<file path="config.mk">
export PLATFORM = sky130hd
export DESIGN_NAME = wdr_top
export DESIGN_NICKNAME = d
export VERILOG_FILES = /design/src/common/wdr_pkg.sv /design/src/common/wdr_cnt_if.sv /design/src/verilog/wdr_top.sv /design/src/verilog/wdr_counter.sv
export SDC_FILE = /design/constraint.sdc
export NUM_CORES = 1
export LEC_CHECK = 0
export ABC_AREA = 1
export BUFFER_PORTS_ARGS = -buffer_cell sky130_fd_sc_hd__buf_2
export CELL_PAD_IN_SITES_DETAIL_PLACEMENT = 0
export CELL_PAD_IN_SITES_GLOBAL_PLACEMENT = 2
export CORE_ASPECT_RATIO = 1.5
export CORE_MARGIN = 10
export CORE_UTILIZATION = 29
export CTS_CLUSTER_SIZE = 20
export DETAILED_ROUTE_END_ITERATION = 8
export PLACE_DENSITY_LB_ADDON = 0.1
export SLEW_MARGIN = 0
export SYNTH_ARGS = -nofsm -noshare
export SYNTH_HDL_FRONTEND = slang
export SYNTH_SLANG_ARGS = --single-unit
</file>
<file path="constraint.sdc">
create_clock -name i_clk -period 1.7 [get_ports i_clk]
set_input_delay 0.17 -clock i_clk [delete_from_list [all_inputs] [get_ports i_clk]]
set_output_delay 0.17 -clock i_clk [all_outputs]
set_load 0.01 [all_outputs]
</file>
<file path="src/common/wdr_pkg.sv">
// Package: constants, state encoding and lookups for the watchdog and reset control block
package wdr_pkg;
  // Clock and delay timing
  localparam int unsigned CLK_PERIOD_NS        = 20;
  localparam int unsigned SOFT_FAULT_DELAY_NS  = 50000;   // Soft fault delay, plain default
  localparam int unsigned PIN_RELEASE_DELAY_NS = 100000;  // Pin release delay, plain default
  // Least times round up to whole cycles
  localparam int unsigned SOFT_FAULT_CYC  = (SOFT_FAULT_DELAY_NS + CLK_PERIOD_NS - 1)
                                            / CLK_PERIOD_NS;
  localparam int unsigned PIN_RELEASE_CYC = (PIN_RELEASE_DELAY_NS + CLK_PERIOD_NS - 1)
                                            / CLK_PERIOD_NS;
  localparam int unsigned DLY_W = 16;                     // Width of the delay counter
  localparam int unsigned WD_MIN_CNT_W = 18;              // Longest timeout is 2^18 ticks

  // Register byte offsets on the AXI4-Lite bus
  localparam int unsigned ADDR_W = 4;
  localparam logic [3:0] OFS_CTRL  = 4'h0;                // watchdog_control
  localparam logic [3:0] OFS_CAUSE = 4'h4;                // reset_cause_flags
  localparam logic [3:0] OFS_PKEY  = 4'h8;                // pin_function_key
  localparam logic [3:0] OFS_STAT  = 4'hc;                // Status flags, read only

  // Reset values and key encodings
  localparam logic [7:0] CTRL_RST = 8'h53;
  localparam logic [7:0] PKEY_RST = 8'h55;
  localparam logic [7:0] PKEY_IO  = 8'h55;                // Shared I/O function
  localparam logic [7:0] PKEY_PIN = 8'haa;                // External reset pin
  localparam logic [4:0] WKEY_OFF = 5'h15;
  localparam logic [4:0] WKEY_ON  = 5'h0a;
  localparam int unsigned KEY_LSB = 3;                    // Enable key sits in bits 7..3
  localparam int unsigned KEY_MSB = 7;
  localparam int unsigned SEL_MSB = 2;                    // Timeout select sits in bits 2..0

  // Field positions in reset_cause_flags and status
  localparam int unsigned FLG_WKEY = 0;                   // wd_key_fault_flag
  localparam int unsigned FLG_LKEY = 1;                   // undervolt_key_fault_flag
  localparam int unsigned FLG_UV   = 2;                   // undervoltage_flag
  localparam int unsigned FLG_PKEY = 3;                   // pin_key_fault_flag
  localparam int unsigned FLG_W    = 4;
  localparam int unsigned STAT_TO  = 0;                   // wd_expired_flag
  localparam int unsigned STAT_PDF = 1;                   // power_down_flag

  // AXI responses
  localparam logic [1:0] RESP_OKAY   = 2'h0;
  localparam logic [1:0] RESP_SLVERR = 2'h2;

  // Reset sequencer states, one-hot
  typedef enum logic [4:0] {
    ST_RUN  = 5'h01,                                      // Normal operation
    ST_SOFT = 5'h02,                                      // Waiting out the soft fault delay
    ST_HOLD = 5'h04,                                      // Reset source held active
    ST_REL  = 5'h08,                                      // Pin release delay
    ST_FULL = 5'h10                                       // One-cycle full reset
  } wdr_state_e;

  // Timeout select to power of two
  function automatic logic [4:0] wdr_shift(input logic [2:0] sel);
    case (sel)
      3'h0:    wdr_shift = 5'h08;
      3'h1:    wdr_shift = 5'h0a;
      3'h2:    wdr_shift = 5'h0c;
      3'h3:    wdr_shift = 5'h0e;
      3'h4:    wdr_shift = 5'h0f;
      3'h5:    wdr_shift = 5'h10;
      3'h6:    wdr_shift = 5'h11;
      default: wdr_shift = 5'h12;
    endcase
  endfunction
endpackage

</file>
<file path="src/common/wdr_cnt_if.sv">
// Interface between the reset sequencer and the watchdog counter
`timescale 1ns/10ps
interface wdr_cnt_if;
  logic       tick;   // One slow oscillator period elapsed
  logic       clr;    // Clear the count
  logic       run;    // Watchdog enabled
  logic [2:0] sel;    // Timeout select
  logic       ovf;    // Overflow pulse
  modport ctl (output tick, output clr, output run, output sel, input ovf);
  modport cnt (input tick, input clr, input run, input sel, output ovf);
endinterface

</file>
<file path="src/verilog/wdr_top.sv">
// Watchdog and reset-source control with AXI4-Lite register access
// How it works
// Watchdog counts slow oscillator, 2^8..2^18 division
// Three-bit select picks the division ratio
// Control reloads 0x53 except watchdog warm reset
// Key 10101 disables, 01010 enables watchdog
// Other enable key: fault flag, delayed reset
// Key fault flag cleared only by writing zero
// Software clears counter before timeout elapses
// Running overflow: full reset, set expired flag
// Low-power overflow: expired flag, PC/SP only
// Bad key, clear, halt, pin clear counter
// Power-up zeroes PC, ports start high
// Selected pin low gives full reset, reloads control and pin key
// Pin release adds a delay before running
// Pin key 55 I/O, AA pin, else fault
// Undervoltage gives full reset like pin reset
// Halt sets power-down, clears expired and counter
// Low-power overflow wakes device, starts warm reset
// Every reset except warm restores pin key
// Fault and release delays are parameterised counts
// Counter 18 bits, overflow at selected limit
`timescale 1ns/10ps
module wdr_top import wdr_pkg::*; #(
  parameter int unsigned SOFT_CYC = SOFT_FAULT_CYC,   // Soft fault delay in clocks
  parameter int unsigned REL_CYC  = PIN_RELEASE_CYC,  // Pin release delay in clocks
  parameter int unsigned CNT_W    = 18                // Watchdog counter width
) (
  input  wire logic              i_clk,
  input  wire logic              i_resetn,
  // AXI4-Lite slave
  input  wire logic [ADDR_W-1:0] i_awaddr,
  input  wire logic              i_awvalid,
  output logic                   o_awready,
  input  wire logic [31:0]       i_wdata,
  input  wire logic [3:0]        i_wstrb,
  input  wire logic              i_wvalid,
  output logic                   o_wready,
  output logic [1:0]             o_bresp,
  output logic                   o_bvalid,
  input  wire logic              i_bready,
  input  wire logic [ADDR_W-1:0] i_araddr,
  input  wire logic              i_arvalid,
  output logic                   o_arready,
  output logic [31:0]            o_rdata,
  output logic [1:0]             o_rresp,
  output logic                   o_rvalid,
  input  wire logic              i_rready,
  // Core side
  input  wire logic              i_wd_clear_instr,
  input  wire logic              i_halt_instr,
  input  wire logic              i_low_power,
  // Pins and analog side
  input  wire logic              i_slow_internal_osc,
  input  wire logic              i_ext_nrst_pin,
  input  wire logic              i_low_supply_reset,
  // Reset outputs
  output logic                   o_sys_reset,
  output logic                   o_warm_reset,
  output logic                   o_wake,
  output logic                   o_ports_high,
  output logic                   o_wd_expired_flag,
  output logic                   o_power_down_flag
);
  if (SOFT_CYC < 1 || SOFT_CYC >= (1 << DLY_W) || REL_CYC < 1 || REL_CYC >= (1 << DLY_W))
  begin : g_bad_delay
    $error("Delay counts out of range");
  end

  localparam logic [DLY_W-1:0] SOFT_LAST = DLY_W'(SOFT_CYC - 1);
  localparam logic [DLY_W-1:0] REL_LAST  = DLY_W'(REL_CYC - 1);

  wdr_state_e        state_q;      // Reset sequencer
  logic [DLY_W-1:0]  dly_q;        // Delay counter
  logic [7:0]        wdctl_q;      // watchdog_control
  logic [7:0]        pkey_q;       // pin_function_key
  logic [FLG_W-1:0]  flags_q;      // reset_cause_flags
  logic [FLG_W-1:0]  flag_set;
  logic [FLG_W-1:0]  flag_clr;
  logic              to_q;         // wd_expired_flag
  logic              pdf_q;        // power_down_flag
  logic              warm_q;       // Warm reset pulse
  logic              por_q;        // First cycle after power-up
  logic [2:0]        sync1_q;      // First synchroniser stage, read by stage two only
  logic [2:0]        sync2_q;
  logic              osc_prev_q;   // Delayed oscillator for edge detect
  logic              bvalid_q;
  logic [1:0]        bresp_q;
  logic              rvalid_q;
  logic [1:0]        rresp_q;
  logic [31:0]       rdata_q;
  logic [31:0]       rd_mux;
  logic              rd_hit;
  logic              wr_go;
  logic              rd_go;
  logic              wkey_bad;
  logic              pkey_bad;
  logic              pin_low;
  logic              hold_req;
  logic              uv_s;
  logic              ovf_full;
  logic              ovf_warm;

  wdr_cnt_if cnt_bus ();

  ////////////////////////////////////////////////////////////////////////////
  // Pin synchronisers: oscillator, reset pin, low-supply detector
  always_ff @(posedge i_clk) begin
    if (!i_resetn) begin
      // Idle levels: pin high, no undervoltage, oscillator low, so no false source
      sync1_q    <= 3'h4;
      sync2_q    <= 3'h4;
      osc_prev_q <= 1'b0;
    end else begin
      sync1_q    <= {i_ext_nrst_pin, i_low_supply_reset, i_slow_internal_osc};
      sync2_q    <= sync1_q;
      osc_prev_q <= sync2_q[0];
    end
  end

  // Decoded conditions
  assign uv_s     = sync2_q[1];
  assign wkey_bad = (wdctl_q[KEY_MSB:KEY_LSB] != WKEY_ON) &&
                    (wdctl_q[KEY_MSB:KEY_LSB] != WKEY_OFF);
  assign pkey_bad = (pkey_q != PKEY_IO) && (pkey_q != PKEY_PIN);
  assign pin_low  = (pkey_q == PKEY_PIN) && !sync2_q[2];
  assign hold_req = pin_low || uv_s;
  assign ovf_full = cnt_bus.ovf && !i_low_power;
  assign ovf_warm = cnt_bus.ovf && i_low_power;

  ////////////////////////////////////////////////////////////////////////////
  // Watchdog counter
  assign cnt_bus.tick = sync2_q[0] && !osc_prev_q;
  assign cnt_bus.run  = wdctl_q[KEY_MSB:KEY_LSB] == WKEY_ON;
  assign cnt_bus.sel  = wdctl_q[SEL_MSB:0];
  // Software must keep clearing it while enabled, else it fires
  assign cnt_bus.clr  = wkey_bad || i_wd_clear_instr || i_halt_instr ||
                        pin_low || (state_q == ST_FULL);

  wdr_counter #(
    .CNT_W (CNT_W)
  ) u_wdr_counter (
    .i_clk    (i_clk),
    .i_resetn (i_resetn),
    .bus      (cnt_bus)
  );

  ////////////////////////////////////////////////////////////////////////////
  // Reset sequencer; a held source always takes priority over a pending delay
  always_ff @(posedge i_clk) begin
    if (!i_resetn) begin
      state_q <= ST_RUN;
      dly_q   <= '0;
    end else begin
      dly_q <= '0;
      case (state_q)
        ST_RUN: begin
          if (hold_req) begin
            state_q <= ST_HOLD;
          end else if (ovf_full) begin
            state_q <= ST_FULL;
          end else if (wkey_bad || pkey_bad) begin
            state_q <= ST_SOFT;
          end
        end
        ST_SOFT: begin
          if (hold_req) begin
            state_q <= ST_HOLD;
          end else if (ovf_full || dly_q == SOFT_LAST) begin
            state_q <= ST_FULL;
          end else begin
            dly_q <= dly_q + 1'b1;
          end
        end
        ST_HOLD: begin
          if (!hold_req) begin
            state_q <= ST_REL;
          end
        end
        ST_REL: begin
          if (hold_req) begin
            state_q <= ST_HOLD;
          end else if (dly_q == REL_LAST) begin
            state_q <= ST_FULL;
          end else begin
            dly_q <= dly_q + 1'b1;
          end
        end
        ST_FULL: begin
          state_q <= ST_RUN;
        end
        default: begin
          state_q <= ST_RUN;
        end
      endcase
    end
  end

  ////////////////////////////////////////////////////////////////////////////
  // Control and pin key; reload at the end of every full reset, not on warm reset
  always_ff @(posedge i_clk) begin
    if (!i_resetn) begin
      wdctl_q <= CTRL_RST;
      pkey_q  <= PKEY_RST;
    end else if (state_q == ST_FULL) begin
      wdctl_q <= CTRL_RST;
      pkey_q  <= PKEY_RST;
    end else if (wr_go && i_wstrb[0]) begin
      if (i_awaddr == OFS_CTRL) begin
        wdctl_q <= i_wdata[7:0];
      end
      if (i_awaddr == OFS_PKEY) begin
        pkey_q <= i_wdata[7:0];
      end
    end
  end

  ////////////////////////////////////////////////////////////////////////////
  // Cause flags: hardware set beats a software clear in the same cycle
  always_comb begin
    flag_set           = '0;
    flag_set[FLG_WKEY] = (state_q == ST_RUN) && wkey_bad;
    flag_set[FLG_PKEY] = (state_q == ST_RUN) && pkey_bad;
    flag_set[FLG_UV]   = (state_q == ST_RUN) && uv_s;
    flag_clr           = '0;
    if (wr_go && i_wstrb[0] && i_awaddr == OFS_CAUSE) begin
      flag_clr = ~i_wdata[FLG_W-1:0];
    end
  end

  always_ff @(posedge i_clk) begin
    if (!i_resetn) begin
      flags_q <= '0;
    end else begin
      flags_q <= flag_set | (flags_q & ~flag_clr);
    end
  end

  ////////////////////////////////////////////////////////////////////////////
  // Expired and power-down flags; survive pin, undervoltage and watchdog resets
  always_ff @(posedge i_clk) begin
    if (!i_resetn) begin
      to_q  <= 1'b0;
      pdf_q <= 1'b0;
    end else if (cnt_bus.ovf) begin
      to_q  <= 1'b1;
      pdf_q <= pdf_q || i_low_power;
    end else if (i_halt_instr) begin
      to_q  <= 1'b0;
      pdf_q <= 1'b1;
    end else if (i_wd_clear_instr) begin
      pdf_q <= 1'b0;
    end
  end

  // Warm reset and wake pulse, power-up port init
  always_ff @(posedge i_clk) begin
    if (!i_resetn) begin
      warm_q <= 1'b0;
      por_q  <= 1'b1;
    end else begin
      warm_q <= ovf_warm;
      por_q  <= 1'b0;
    end
  end

  assign o_sys_reset       = state_q[2] || state_q[3] || state_q[4];
  assign o_warm_reset      = warm_q;
  assign o_wake            = warm_q;
  assign o_ports_high      = por_q;
  assign o_wd_expired_flag = to_q;
  assign o_power_down_flag = pdf_q;

  ////////////////////////////////////////////////////////////////////////////
  // AXI4-Lite: write address and data taken together, one answer at a time
  assign wr_go     = i_awvalid && i_wvalid && !bvalid_q;
  assign o_awready = wr_go;
  assign o_wready  = wr_go;
  assign rd_go     = i_arvalid && !rvalid_q;
  assign o_arready = !rvalid_q;

  always_ff @(posedge i_clk) begin
    if (!i_resetn) begin
      bvalid_q <= 1'b0;
      bresp_q  <= RESP_OKAY;
    end else if (wr_go) begin
      bvalid_q <= 1'b1;
      bresp_q  <= (i_awaddr[1:0] == 2'h0) ? RESP_OKAY : RESP_SLVERR;
    end else if (i_bready) begin
      bvalid_q <= 1'b0;
    end
  end

  // Read mux; upper bits read as zero, unaligned reads fail
  always_comb begin
    rd_mux = '0;
    rd_hit = 1'b1;
    case (i_araddr)
      OFS_CTRL:  rd_mux[7:0]       = wdctl_q;
      OFS_CAUSE: rd_mux[FLG_W-1:0] = flags_q;
      OFS_PKEY:  rd_mux[7:0]       = pkey_q;
      OFS_STAT: begin
        rd_mux[STAT_TO]  = to_q;
        rd_mux[STAT_PDF] = pdf_q;
      end
      default:   rd_hit = 1'b0;
    endcase
  end

  always_ff @(posedge i_clk) begin
    if (!i_resetn) begin
      rvalid_q <= 1'b0;
      rresp_q  <= RESP_OKAY;
      rdata_q  <= '0;
    end else if (rd_go) begin
      rvalid_q <= 1'b1;
      rresp_q  <= rd_hit ? RESP_OKAY : RESP_SLVERR;
      rdata_q  <= rd_mux;
    end else if (i_rready) begin
      rvalid_q <= 1'b0;
    end
  end

  assign o_bvalid = bvalid_q;
  assign o_bresp  = bresp_q;
  assign o_rvalid = rvalid_q;
  assign o_rresp  = rresp_q;
  assign o_rdata  = rdata_q;
endmodule // wdr_top

</file>
<file path="src/verilog/wdr_counter.sv">
// Watchdog counter with selectable power-of-two overflow
`timescale 1ns/10ps
module wdr_counter import wdr_pkg::*; #(
  parameter int unsigned CNT_W = 18
) (
  input  wire logic i_clk,
  input  wire logic i_resetn,
  wdr_cnt_if.cnt    bus
);
  if (CNT_W < WD_MIN_CNT_W) begin : g_bad_width
    $error("Counter too narrow for the longest timeout");
  end

  logic [CNT_W-1:0] cnt_q;   // Slow ticks since last clear
  logic             ovf_q;   // Overflow pulse
  logic [CNT_W-1:0] last;    // Final count before overflow
  logic [CNT_W-1:0] ones;

  assign ones = '1;
  assign last = ones >> (CNT_W - int'(wdr_shift(bus.sel)));

  // Count slow ticks; a clear always wins so a late clear never lets it slip
  always_ff @(posedge i_clk) begin
    if (!i_resetn) begin
      cnt_q <= '0;
    end else if (bus.clr) begin
      cnt_q <= '0;
    end else if (bus.run && bus.tick) begin
      cnt_q <= (cnt_q == last) ? '0 : cnt_q + 1'b1;
    end
  end

  // Overflow pulse on the tick that completes 2^n periods
  always_ff @(posedge i_clk) begin
    if (!i_resetn) begin
      ovf_q <= 1'b0;
    end else begin
      ovf_q <= !bus.clr && bus.run && bus.tick && (cnt_q == last);
    end
  end

  assign bus.ovf = ovf_q;
endmodule // wdr_counter

</file>
==> results.yml, run 1 <==
drt:
  ant_nets: 0
  drt-initial-drc-count: 141
  viasPerCell: 4.44
  drc_errors: 0
  firstDrtPassIters: 4
  wire_per_inst_um: 14.5
  wirelength_um: 13000
  vias: 3970
yosys:
  synthArstFlopShare: 0
  synth-edff-count: 0
  seq_area_frac_synth: 0.397
  syn-instance-count: 596
  yosys_warnings: 0
  ys.flop_type: "dfxtp_1"
  yosys_register_bits: 83
  synth.cell_area_um2: 4190
  syn_area_per_cell_um2: 7.03
  synth.distinct_cells: 41
grt:
  grt_overflow: 0
  grt_pass1_wl_um: 20700
  grt_usage: 0.131
  grt_pass1_vias: 4021
  grt_antenna_before_repair: 0
  grt_max_degree: 17
clocking:
  cts.root.buffer_cell: "clkbuf_16"
  insertion_delay_ns: 0.34
  path_clk_slew_ns: 0.07
  clock_tree.buffer_depth: 2
  htreeDepth: 3
  cts_buffers: 9
  cts_num_sinks: 83
  cts_tree: "built"
place:
  hpwl_um: 10600
  pre_cts_ws_ns: -0.00351
  place_area_um2: 4860
  portBuffers: 50
  gp_congestion: 0.806
timing:
  max_freq_mhz: 633
  clock-skew-final_ns: 0.00684
  fin_crit_sh: 0.930
  setup_violations: 0
  rsz0062_at_grt: "true"
  report.final.slew_viol_count: 0
  hold_ws_ns: 0.0135
  hold_violations: 0
  setup_ws_ns: 0.120
  fin_crit_ns: 1.58
worst_setup_path:
  end_kind: "register"
  reg2regPathDepth: 10
  crit_type: "reg2reg"
  cp-start-kind: "register"
  r2r_setup_slack_ns: 0.12
  cp_slowest_cell: "dfxtp_1"
  critPathBufInv: 1
  cp_cell_sequence: "nand2_2 -> nor2_2 -> nand3_1 -> nor2_1 -> nand3_1 -> nor2_2 -> nor2_4 -> buf_4 -> nand2_1 -> nor2_2"
  r2r-start: "u_wdr_counter.cnt_q[5]"
  crit_fanout: 5
  cp_slowest_stage_delay_ns: 0.39
  rr_endpoint: "u_wdr_counter.cnt_q[12]"
  crit_required_ns: 1.94
  worst_path_most_repeated_cell: "nor2_2"
  worstPathArrival_ns: 1.82
  cpLargestDelayFamily: "simple AND/OR/NAND/NOR gates"
floorplan:
  die_y_um: 167
  initial_utilization: 0.297
  die-area_um2: 19800
  core_area_um2: 14100
  num_rows: 53
  pin_count: 104
  fp.dieW_um: 118
min_path:
  worst_hold_path_type: "in2reg"
  worst_hold_path.endpoint: "sync1_q[1]"
  hold_depth: 3
  hold_start: "i_low_supply_reset"
final_layout:
  layout.nets: 757
  drive_gt1_frac: 0.253
  antenna_cells: 0
  synthToLayoutAreaGrowth_pct: 28.0
  n_fill_cell: 1559
  fin_area_um2: 5360
outcome:
  status: "completed"
power_and_ir_drop:
  power_density_nw_per_um2: 872
  total_power_w: 0.00467
  leakage_nw: 2.38
  ir_drop_uv: 396
run:
  maxCapViolations: 0
==> power breakdown <==
| group | leakage [nW] | switching (W) | internal (W) |
|---|---|---|---|
| sequential | 0.674 | 0.0000462 | 0.00202 |
| combinational | 1.58 | 0.000481 | 0.000269 |
| clock | 0.132 | 0.000827 | 0.00104 |
| total | 2.38 | 0.00135 | 0.00332 |
==> flip-flops by register name (all words and copies together), names as in the netlist, 3 cells and up <==
name	count
dly_q	16
flags_q	4
o_rdata	8
pkey_q	8
state_q	5
sync1_q	3
sync2_q	3
u_wdr_counter.cnt_q	18
wdctl_q	8
==> worst reg2reg max path, delay by kind of cell, from the launching register on <==
| family | cells | cell delay, ns |
|---|---|---|
| buf+inv | 1 | 0.15 |
| flops | 1 | 0.39 |
| simple gates | 9 | 0.94 |
==> routing by layer <==
layer / up-vias / global-route usage / part of all wire
li1: 2073 / - / -
met1: 1843 / 0.122 / 0.37
met2: 44 / 0.271 / 0.59
met3: 10 / 0.0286 / 0.026
met4: 0 / 0.0415 / 0.014
met5: - / 0 / 0
==> cells in the mapped netlist, types with 2 or more instances <==
library cell / count / area (um^2)
nand4_1: 18 / 113
nand3_1: 28 / 140
xor2_1: 11 / 96.3
nor2_2: 10 / 62.6
buf_4: 28 / 210
xnor2_1: 4 / 35.0
nor3_1: 14 / 70.1
dfxtp_1: 83 / 1660
nand2_2: 3 / 18.8
clkbuf_1: 2 / 7.51
a21oi_1: 32 / 160
o211ai_1: 3 / 22.5
nor3_2: 4 / 40.0
o21ai_0: 39 / 195
inv_2: 2 / 7.51
nor2_1: 91 / 342
o221ai_1: 5 / 43.8
ha_1: 2 / 25.0
inv_1: 86 / 323
or2_2: 3 / 18.8
nand3_2: 3 / 30.0
nand2_1: 106 / 398
==> kinds of logic (layout without fill, tap and decap cells) <==
logic type,Yosys count,after routing,synth area share
AOI/OAI and AO/OA,86,86,0.117
xor gates and xnor gates,15,15,0.0314
adders and majority gates,2,2,0.00597
buffers and inverters,122,204,0.136
DFF,83,83,0.397
and+or+nand+nor,286,286,0.309
muxes,1,1,0.00239
other,1,26,0.000895
==> metrics by stage <==
step | cells | setup TNS, ns | utilization
after floorplan | 621 | 0 | -
after global placement | 872 | 0 | 0.344
after detailed placement | 872 | -0.00351 | 0.344
after CTS | 890 | 0 | 0.366
after global routing | 895 | -0.0337 | 0.380
final | 895 | 0 | 0.380
==> final cells by class <==
type / instances / area, um^2 / area share
clock buffers: 11 / 243 / 0.0453
repair buffers: 99 / 636 / 0.119
inverters: 89 / 334 / 0.0623
clock inverters: 5 / 37.5 / 0.00700
well taps: 192 / 240 / 0.0448
multi-input cells: 416 / 2200 / 0.410
flip-flops and latches: 83 / 1670 / 0.312
==> cells in the final DEF (no fill, tap or decap), types with 5 or more instances in the layout <==
cell,count
o221ai_1,5
nor3_2,5
buf_2,50
inv_2,6
buf_4,46
nand3_1,25
nand2_1,101
inv_1,82
conb_1,26
nor2_4,7
nor3_1,11
nor2_1,79
nand4_1,18
nand2_2,7
o21ai_0,35
a21oi_1,32
dfxtp_1,76
xor2_1,11
dfxtp_2,6
clkbuf_16,9
nor2_2,15
==> worst max path at each step <==
| stage | startpoint | to | slack, ns | cells past startpoint |
|---|---|---|---|---|
| after floorplan | dly_q[0] | dly_q[12] | 0.22 | 9 |
| after global placement | dly_q[12] | state_q[3] | 0.04 | 9 |
| after detailed placement | dly_q[12] | dly_q[12] | -0.004 | 8 |
| after CTS | u_wdr_counter.cnt_q[0] | u_wdr_counter.cnt_q[13] | 0.02 | 8 |
| after global routing | u_wdr_counter.cnt_q[5] | u_wdr_counter.cnt_q[12] | -0.02 | 10 |
| final | u_wdr_counter.cnt_q[5] | u_wdr_counter.cnt_q[12] | 0.12 | 10 |
==> timing repair <==
item,CTS,global route
pin swaps,0,14
resized for setup,1,53
setup endpoints to repair,10,36
cloned,0,0
hold buffers,2,0
endpoints found under the hold margin,2,0
setup buffers,0,6
(Power assumes the default switching activity.)
==> run 2: changes to the inputs <==
Settings changed: SYNTH_HIERARCHICAL set to 1.
==> results.yml, run 2 <==
yosys:
  synth_top_area_cell: "dfxtp_1"
  yosys_warnings: 6
  synthArstFlopShare: 0
  synth_commonest_cells: "nand2_1 (126), nor2_1 (92), inv_1 (85)"
  syn-instance-count: 621
  synthAdderAreaFrac: 0.00576
  syn_area_per_cell_um2: 6.99
  synth.distinct_cells: 41
  synth-edff-count: 0
  synth.top_cell.area_share: 0.383
  synth_top_family_by_area: "simple AND/OR/NAND/NOR gates"
  synthXorXnorAreaFrac: 0.0323
  ys.flop_type: "dfxtp_1"
  synthTopCellsByArea: "dfxtp_1 (38%), nand2_1 (11%), nor2_1 (8.0%)"
  yosys_register_bits: 83
  synth.most_common_cell: "nand2_1"
  synth_compound_area_frac: 0.0957
  seq_area_frac_synth: 0.383
  synth.cell_area_um2: 4340
  yosys.area_share.simple: 0.337
  synth_mux_area_frac: 0.00231
drt:
  viasPerCell: 4.33
  dr_wl_met3_um: 242
  drc_errors: 0
  m1WireLength_um: 4560
  drt-initial-drc-count: 138
  firstDrtPassIters: 4
  top_layer_used: "met4"
  wl_met2_um: 7360
  wirelength_um: 12400
  vias: 3886
  ant_nets: 0
  wire_per_inst_um: 13.8
power_and_ir_drop:
  leakage_nw: 2.43
  total_power_w: 0.00499
  power_density_nw_per_um2: 935
  ir_drop_uv: 587
  p_int_w: 0.00385
  power.share.sequential: 0.407
  p_comb_frac: 0.102
  clkPwrFrac: 0.491
  p_sw_w: 0.00115
  switching_share: 0.230
worst_setup_path:
  cp_slowest_stage_delay_ns: 0.32
  r2r_setup_slack_ns: 0.1
  crit_fanout: 5
  end_kind: "register"
  crit_type: "reg2reg"
  rr_endpoint: "u_wdr_counter/cnt_q[16]"
  r2r-start: "wdctl_q[4]"
  crit_required_ns: 1.98
  cp_slowest_cell: "dfxtp_2"
  worstPathArrival_ns: 1.88
  cp-start-kind: "register"
  reg2regPathDepth: 12
  cp_cell_sequence: "inv_2 -> nor2_2 -> nand4_1 -> inv_2 -> nand2_4 -> nor2_4 -> nand4_4 -> nor2_4 -> nand3_2 -> nand2_1 -> nand2_1 -> nor2_1"
clocking:
  cts_num_sinks: 83
  insertion_delay_ns: 0.34
  htreeDepth: 3
  cts.root.buffer_cell: "clkbuf_16"
  clock_tree.buffer_depth: 2
  hold_buffers: 0
  cts_tree: "built"
  cts_buffers: 9
  path_clk_slew_ns: 0.06
min_path:
  hold_start: "i_ext_nrst_pin"
  hold_depth: 2
  worst_hold_path_type: "in2reg"
  worst_hold_path.endpoint: "sync1_q[2]"
final_layout:
  top_register: "u_wdr_counter/cnt_q"
  n_fill_cell: 1677
  drive_gt1_frac: 0.223
  synthToLayoutAreaGrowth_pct: 23.0
  top_regs: "u_wdr_counter/cnt_q (18), dly_q (16)"
  layout.nets: 755
  antenna_cells: 0
  fin_area_um2: 5340
  largest_reg_flops: 18
  layout_commonest_cell: "nand2_1"
  layout_common_cells: "nand2_1 (123), nor2_1 (89), inv_1 (82)"
timing:
  rsz0062_at_grt: "true"
  fin_crit_ns: 1.60
  fin_crit_sh: 0.943
  hold_violations: 0
  setup_violations: 0
  clock-skew-final_ns: 0.00865
  report.final.slew_viol_count: 0
  max_freq_mhz: 624
grt:
  grt_pass1_wl_um: 19900
  grt_overflow: 0
  grt_antenna_before_repair: 0
  grt_usage: 0.124
  grt_max_degree: 14
  grt_pass1_vias: 3937
floorplan:
  die-area_um2: 20400
  die_y_um: 170
  core_area_um2: 14600
  num_rows: 54
  pin_count: 104
  initial_utilization: 0.297
  fp.dieW_um: 120
place:
  hpwl_um: 10200
  place_area_um2: 4830
  gp_congestion: 0.772
  portBuffers: 50
run:
  maxCapViolations: 0
outcome:
  status: "completed"
[run 2: logic make-up (layout without fill, tap and decap cells)]
family,Yosys count,count (layout)
AND/OR/NAND/NOR,311,311
other,1,26
adder cells (fa/ha/maj),2,2
AO/OA/AOI/OAI,74,74
XOR/XNOR,16,16
multiplexers,1,1
flip-flops,83,83
buffers and inverters,133,188
[run 2: worst max path at each step]
stage / start / end / slack [ns]
floorplan: wdctl_q[4] / u_wdr_counter/bus.ovf / 0.30
global placement: wdctl_q[4] / u_wdr_counter/cnt_q[15] / 0.08
detailed placement: wdctl_q[5] / u_wdr_counter/cnt_q[14] / 0.01
CTS: wdctl_q[5] / u_wdr_counter/cnt_q[14] / 0.0003
finish: wdctl_q[4] / u_wdr_counter/cnt_q[16] / 0.1
global route: wdctl_q[4] / u_wdr_counter/cnt_q[16] / -0.08
[run 2: power by group through the flow]
stage / registers, W / logic [W] / clock network [W]
2_1_floorplan: 0.00208 / 0.000374 / 0
3_3_place_gp: 0.00207 / 0.000500 / 0
3_5_place_dp: 0.00208 / 0.000505 / 0
4_1_cts: 0.00203 / 0.000506 / 0.00253
5_1_grt: 0.00204 / 0.000573 / 0.00262
6_report: 0.00203 / 0.000510 / 0.00245
[run 2: stage by stage]
stage          cells  hold WS (ns)   util  setup TNS [ns]  setup WS (ns)
2_1_floorplan    646         0.268      -               0          0.298
3_5_place_dp     878         0.359  0.331               0         0.0150
3_3_place_gp     878         0.355  0.331               0         0.0780
4_1_cts          894       0.00568  0.357               0       0.000254
5_1_grt          897        0.0118  0.366          -0.213        -0.0753
6_report         897        0.0126  0.366               0         0.0972
[run 2: final cells by class]
cell class | count | area, um^2 | area share
tap | 196 | 245 | 0.0459
sequential | 83 | 1670 | 0.312
timing repair buffer | 74 | 447 | 0.0836
inverter | 98 | 368 | 0.0689
clock inverter | 4 | 120 | 0.0225
multi-input combinational | 430 | 2240 | 0.419
clock buffer | 12 | 256 | 0.0480
[run 2: metal layers]
metal	vias up	global-route usage
met1	1768	0.119
met2	45	0.251
met5	-	0
met4	0	0.0484
li1	2062	-
met3	11	0.0199
[run 2: repair_timing]
action | in CTS | in global routing
endpoints found under the setup margin | 0 | 31
setup buffers | 0 | 3
resized for setup | 0 | 27
[run 2: worst max-delay path, delay by kind of cell (launching register included)]
family / cells / cell delay, ns
buffers and inverters: 2 / 0.14
DFF: 1 / 0.32
and+or+nand+nor: 10 / 1.09
==> run 3: changes to the inputs <==
Settings changed: ABC_AREA 1 to unset, CORE_UTILIZATION 29 to 31.
==> results.yml, run 3 <==
clocking:
  hold_buffers: 0
  path_clk_slew_ns: 0.06
  htreeDepth: 3
  cts.root.buffer_cell: "clkbuf_16"
  cts_num_sinks: 83
  cts_buffers: 9
  insertion_delay_ns: 0.33
  cts_tree: "built"
  clock_tree.buffer_depth: 2
floorplan:
  core_area_um2: 13000
  fp.dieW_um: 114
  num_rows: 51
  initial_utilization: 0.316
  die-area_um2: 18300
  die_y_um: 161
  pin_count: 104
grt:
  grt_usage: 0.128
  grt_overflow: 0
  grt_pass1_vias: 3706
  grt_antenna_before_repair: 0
  grt_pass1_wl_um: 19000
  grt_max_degree: 19
drt:
  drc_errors: 0
  wirelength_um: 11400
  ant_nets: 0
  wire_per_inst_um: 15.4
  firstDrtPassIters: 4
  drt-initial-drc-count: 101
  vias: 3527
  viasPerCell: 4.75
power_and_ir_drop:
  p_comb_frac: 0.181
  p_int_w: 0.00347
  power_density_nw_per_um2: 863
  clkPwrFrac: 0.380
  p_sw_w: 0.00121
  switching_share: 0.258
  ir_drop_uv: 467
  power.share.sequential: 0.438
  leakage_nw: 2.31
worst_setup_path:
  crit_fanout: 7
  cpLargestDelayFamily: "simple AND/OR/NAND/NOR gates"
  cp_cell_sequence: "and4bb_1 -> mux2i_1 -> or2_1 -> or4b_1 -> nand2b_4 -> buf_12 -> nor3_2"
  worstPathArrival_ns: 2.19
  crit_type: "reg2reg"
  cp_slowest_cell: "or4b_1"
  end_kind: "register"
  crit_required_ns: 1.96
  cp_slowest_stage_delay_ns: 0.47
  critPathBufInv: 1
  cp-start-kind: "register"
outcome:
  status: "finished with violations"
  violations: "setup timing"
yosys:
  seq_area_frac_synth: 0.406
  synth_commonest_cells: "dfxtp_1 (83), nor2_1 (62), nand2_1 (41)"
  synth.cell_area_um2: 4090
  synth_top_area_cell: "dfxtp_1"
  synthArstFlopShare: 0
  synthTopCellsByArea: "dfxtp_1 (41%), nor2_1 (5.7%), buf_4 (5.1%)"
  synth.most_common_cell: "dfxtp_1"
  ys.flop_type: "dfxtp_1"
  syn-instance-count: 463
  yosys_register_bits: 83
  synth.top_cell.area_share: 0.406
  synth.distinct_cells: 60
  yosys_warnings: 6
  synth-edff-count: 0
  syn_area_per_cell_um2: 8.84
final_layout:
  top_register: "u_wdr_counter/cnt_q"
  layout.nets: 638
  drive_gt1_frac: 0.324
  synthToLayoutAreaGrowth_pct: 32.5
  largest_reg_flops: 18
  layout_common_cells: "dfxtp_1 (76), buf_4 (72), nor2_1 (60)"
  layout_commonest_cell: "dfxtp_1"
  top_regs: "u_wdr_counter/cnt_q (18), dly_q (16)"
  antenna_cells: 0
place:
  hpwl_um: 8610
  gp_congestion: 0.732
  portBuffers: 50
timing:
  hold_violations: 0
  fin_crit_sh: 1.13
  fin_crit_ns: 1.93
  max_freq_mhz: 519
  hold_ws_ns: 0.0165
  clock-skew-final_ns: 0.00558
  rsz0062_at_grt: "true"
  setup_violations: 38
  report.final.slew_viol_count: 0
  tns_ns: -4.67
  setup_ws_ns: -0.228
run:
  maxCapViolations: 0
min_path:
  worst_hold_path_type: "in2reg"
-- run 3: cell types whose count changed in the layout (fill, tap and decap cells not counted), moves of 12 or more --
| cell | before | now |
|---|---|---|
| buf_4 | 22 | 72 |
| inv_1 | 82 | 10 |
| inv_2 | 12 | 0 |
| mux2i_1 | 1 | 18 |
| nand2_1 | 123 | 40 |
| nor2_1 | 89 | 60 |
| o21ai_0 | 28 | 8 |
-- run 3: worst reg2reg max path: cells and delay by family (launching register included) --
family | cells | cell delay (ns)
simple gates | 5 | 1.29
mux | 1 | 0.09
buf+inv | 1 | 0.16
flops | 1 | 0.32
-- run 3: power by group through the flow --
stage	clock [W]	sequential [W]	combinational, W
2_1_floorplan	0	0.00207	0.000527
3_3_place_gp	0	0.00209	0.000705
3_5_place_dp	0	0.00210	0.000703
4_1_cts	0.00185	0.00205	0.000856
5_1_grt	0.00194	0.00206	0.000939
6_report	0.00178	0.00205	0.000848
-- run 3: layout make-up --
type | count | area (um^2)
tap | 159 | 199
fill | 1346 | 7530
timing repair buffer | 127 | 891
sequential | 83 | 1670
multi-input combinational | 348 | 2360
clock inverter | 2 | 12.5
inverter | 10 | 37.5
clock buffer | 13 | 250
-- run 3: stage by stage --
stage | utilization | setup WS (ns) | total power, W | cell area, um^2 | cells
floorplan | - | -0.304 | 0.00259 | 4250 | 488
global placement | 0.376 | -0.335 | 0.00280 | 4870 | 715
detailed placement | 0.376 | -0.373 | 0.00280 | 4870 | 715
CTS | 0.413 | -0.247 | 0.00476 | 5350 | 741
global route | 0.419 | -0.311 | 0.00494 | 5420 | 742
finish | 0.419 | -0.228 | 0.00468 | 5420 | 742
-- run 3: repair_timing --
item	CTS	global route
buffers inserted	11	1
resized for setup	22	11
hold endpoints to repair	0	0
pin swaps	13	7
endpoints found under the setup margin	39	41
-- run 3: worst paths after layout --
kind | startpoint | end | slack, ns | cells after the start
worst min-delay path | i_ext_nrst_pin | sync1_q[2] | 0.02 | 2
worst max register to register | wdctl_q[5] | u_wdr_counter/cnt_q[4] | -0.23 | 7
worst min register to register | sync1_q[2] | sync2_q[2] | 0.42 | 1
worst max-delay path | wdctl_q[5] | u_wdr_counter/cnt_q[4] | -0.23 | 7
-- run 3: cells by family after synthesis --
logic type	count (synthesis)	synth area share
AND/OR/NAND/NOR	220	0.306
XOR/XNOR	33	0.0706
adder cells (fa/ha/maj)	2	0.00611
other	1	0.000916
multiplexers	20	0.0550
AO/OA/AOI/OAI	47	0.0715
flip-flops	83	0.406
buffers and inverters	57	0.0843
-- run 3: layer usage --
layer  part of all wire  wire [um]  track usage
met5                  0          0            0
met4             0.0080         91       0.0411
met3              0.045        517       0.0350
met2               0.53       6070        0.231
met1               0.42       4760        0.140
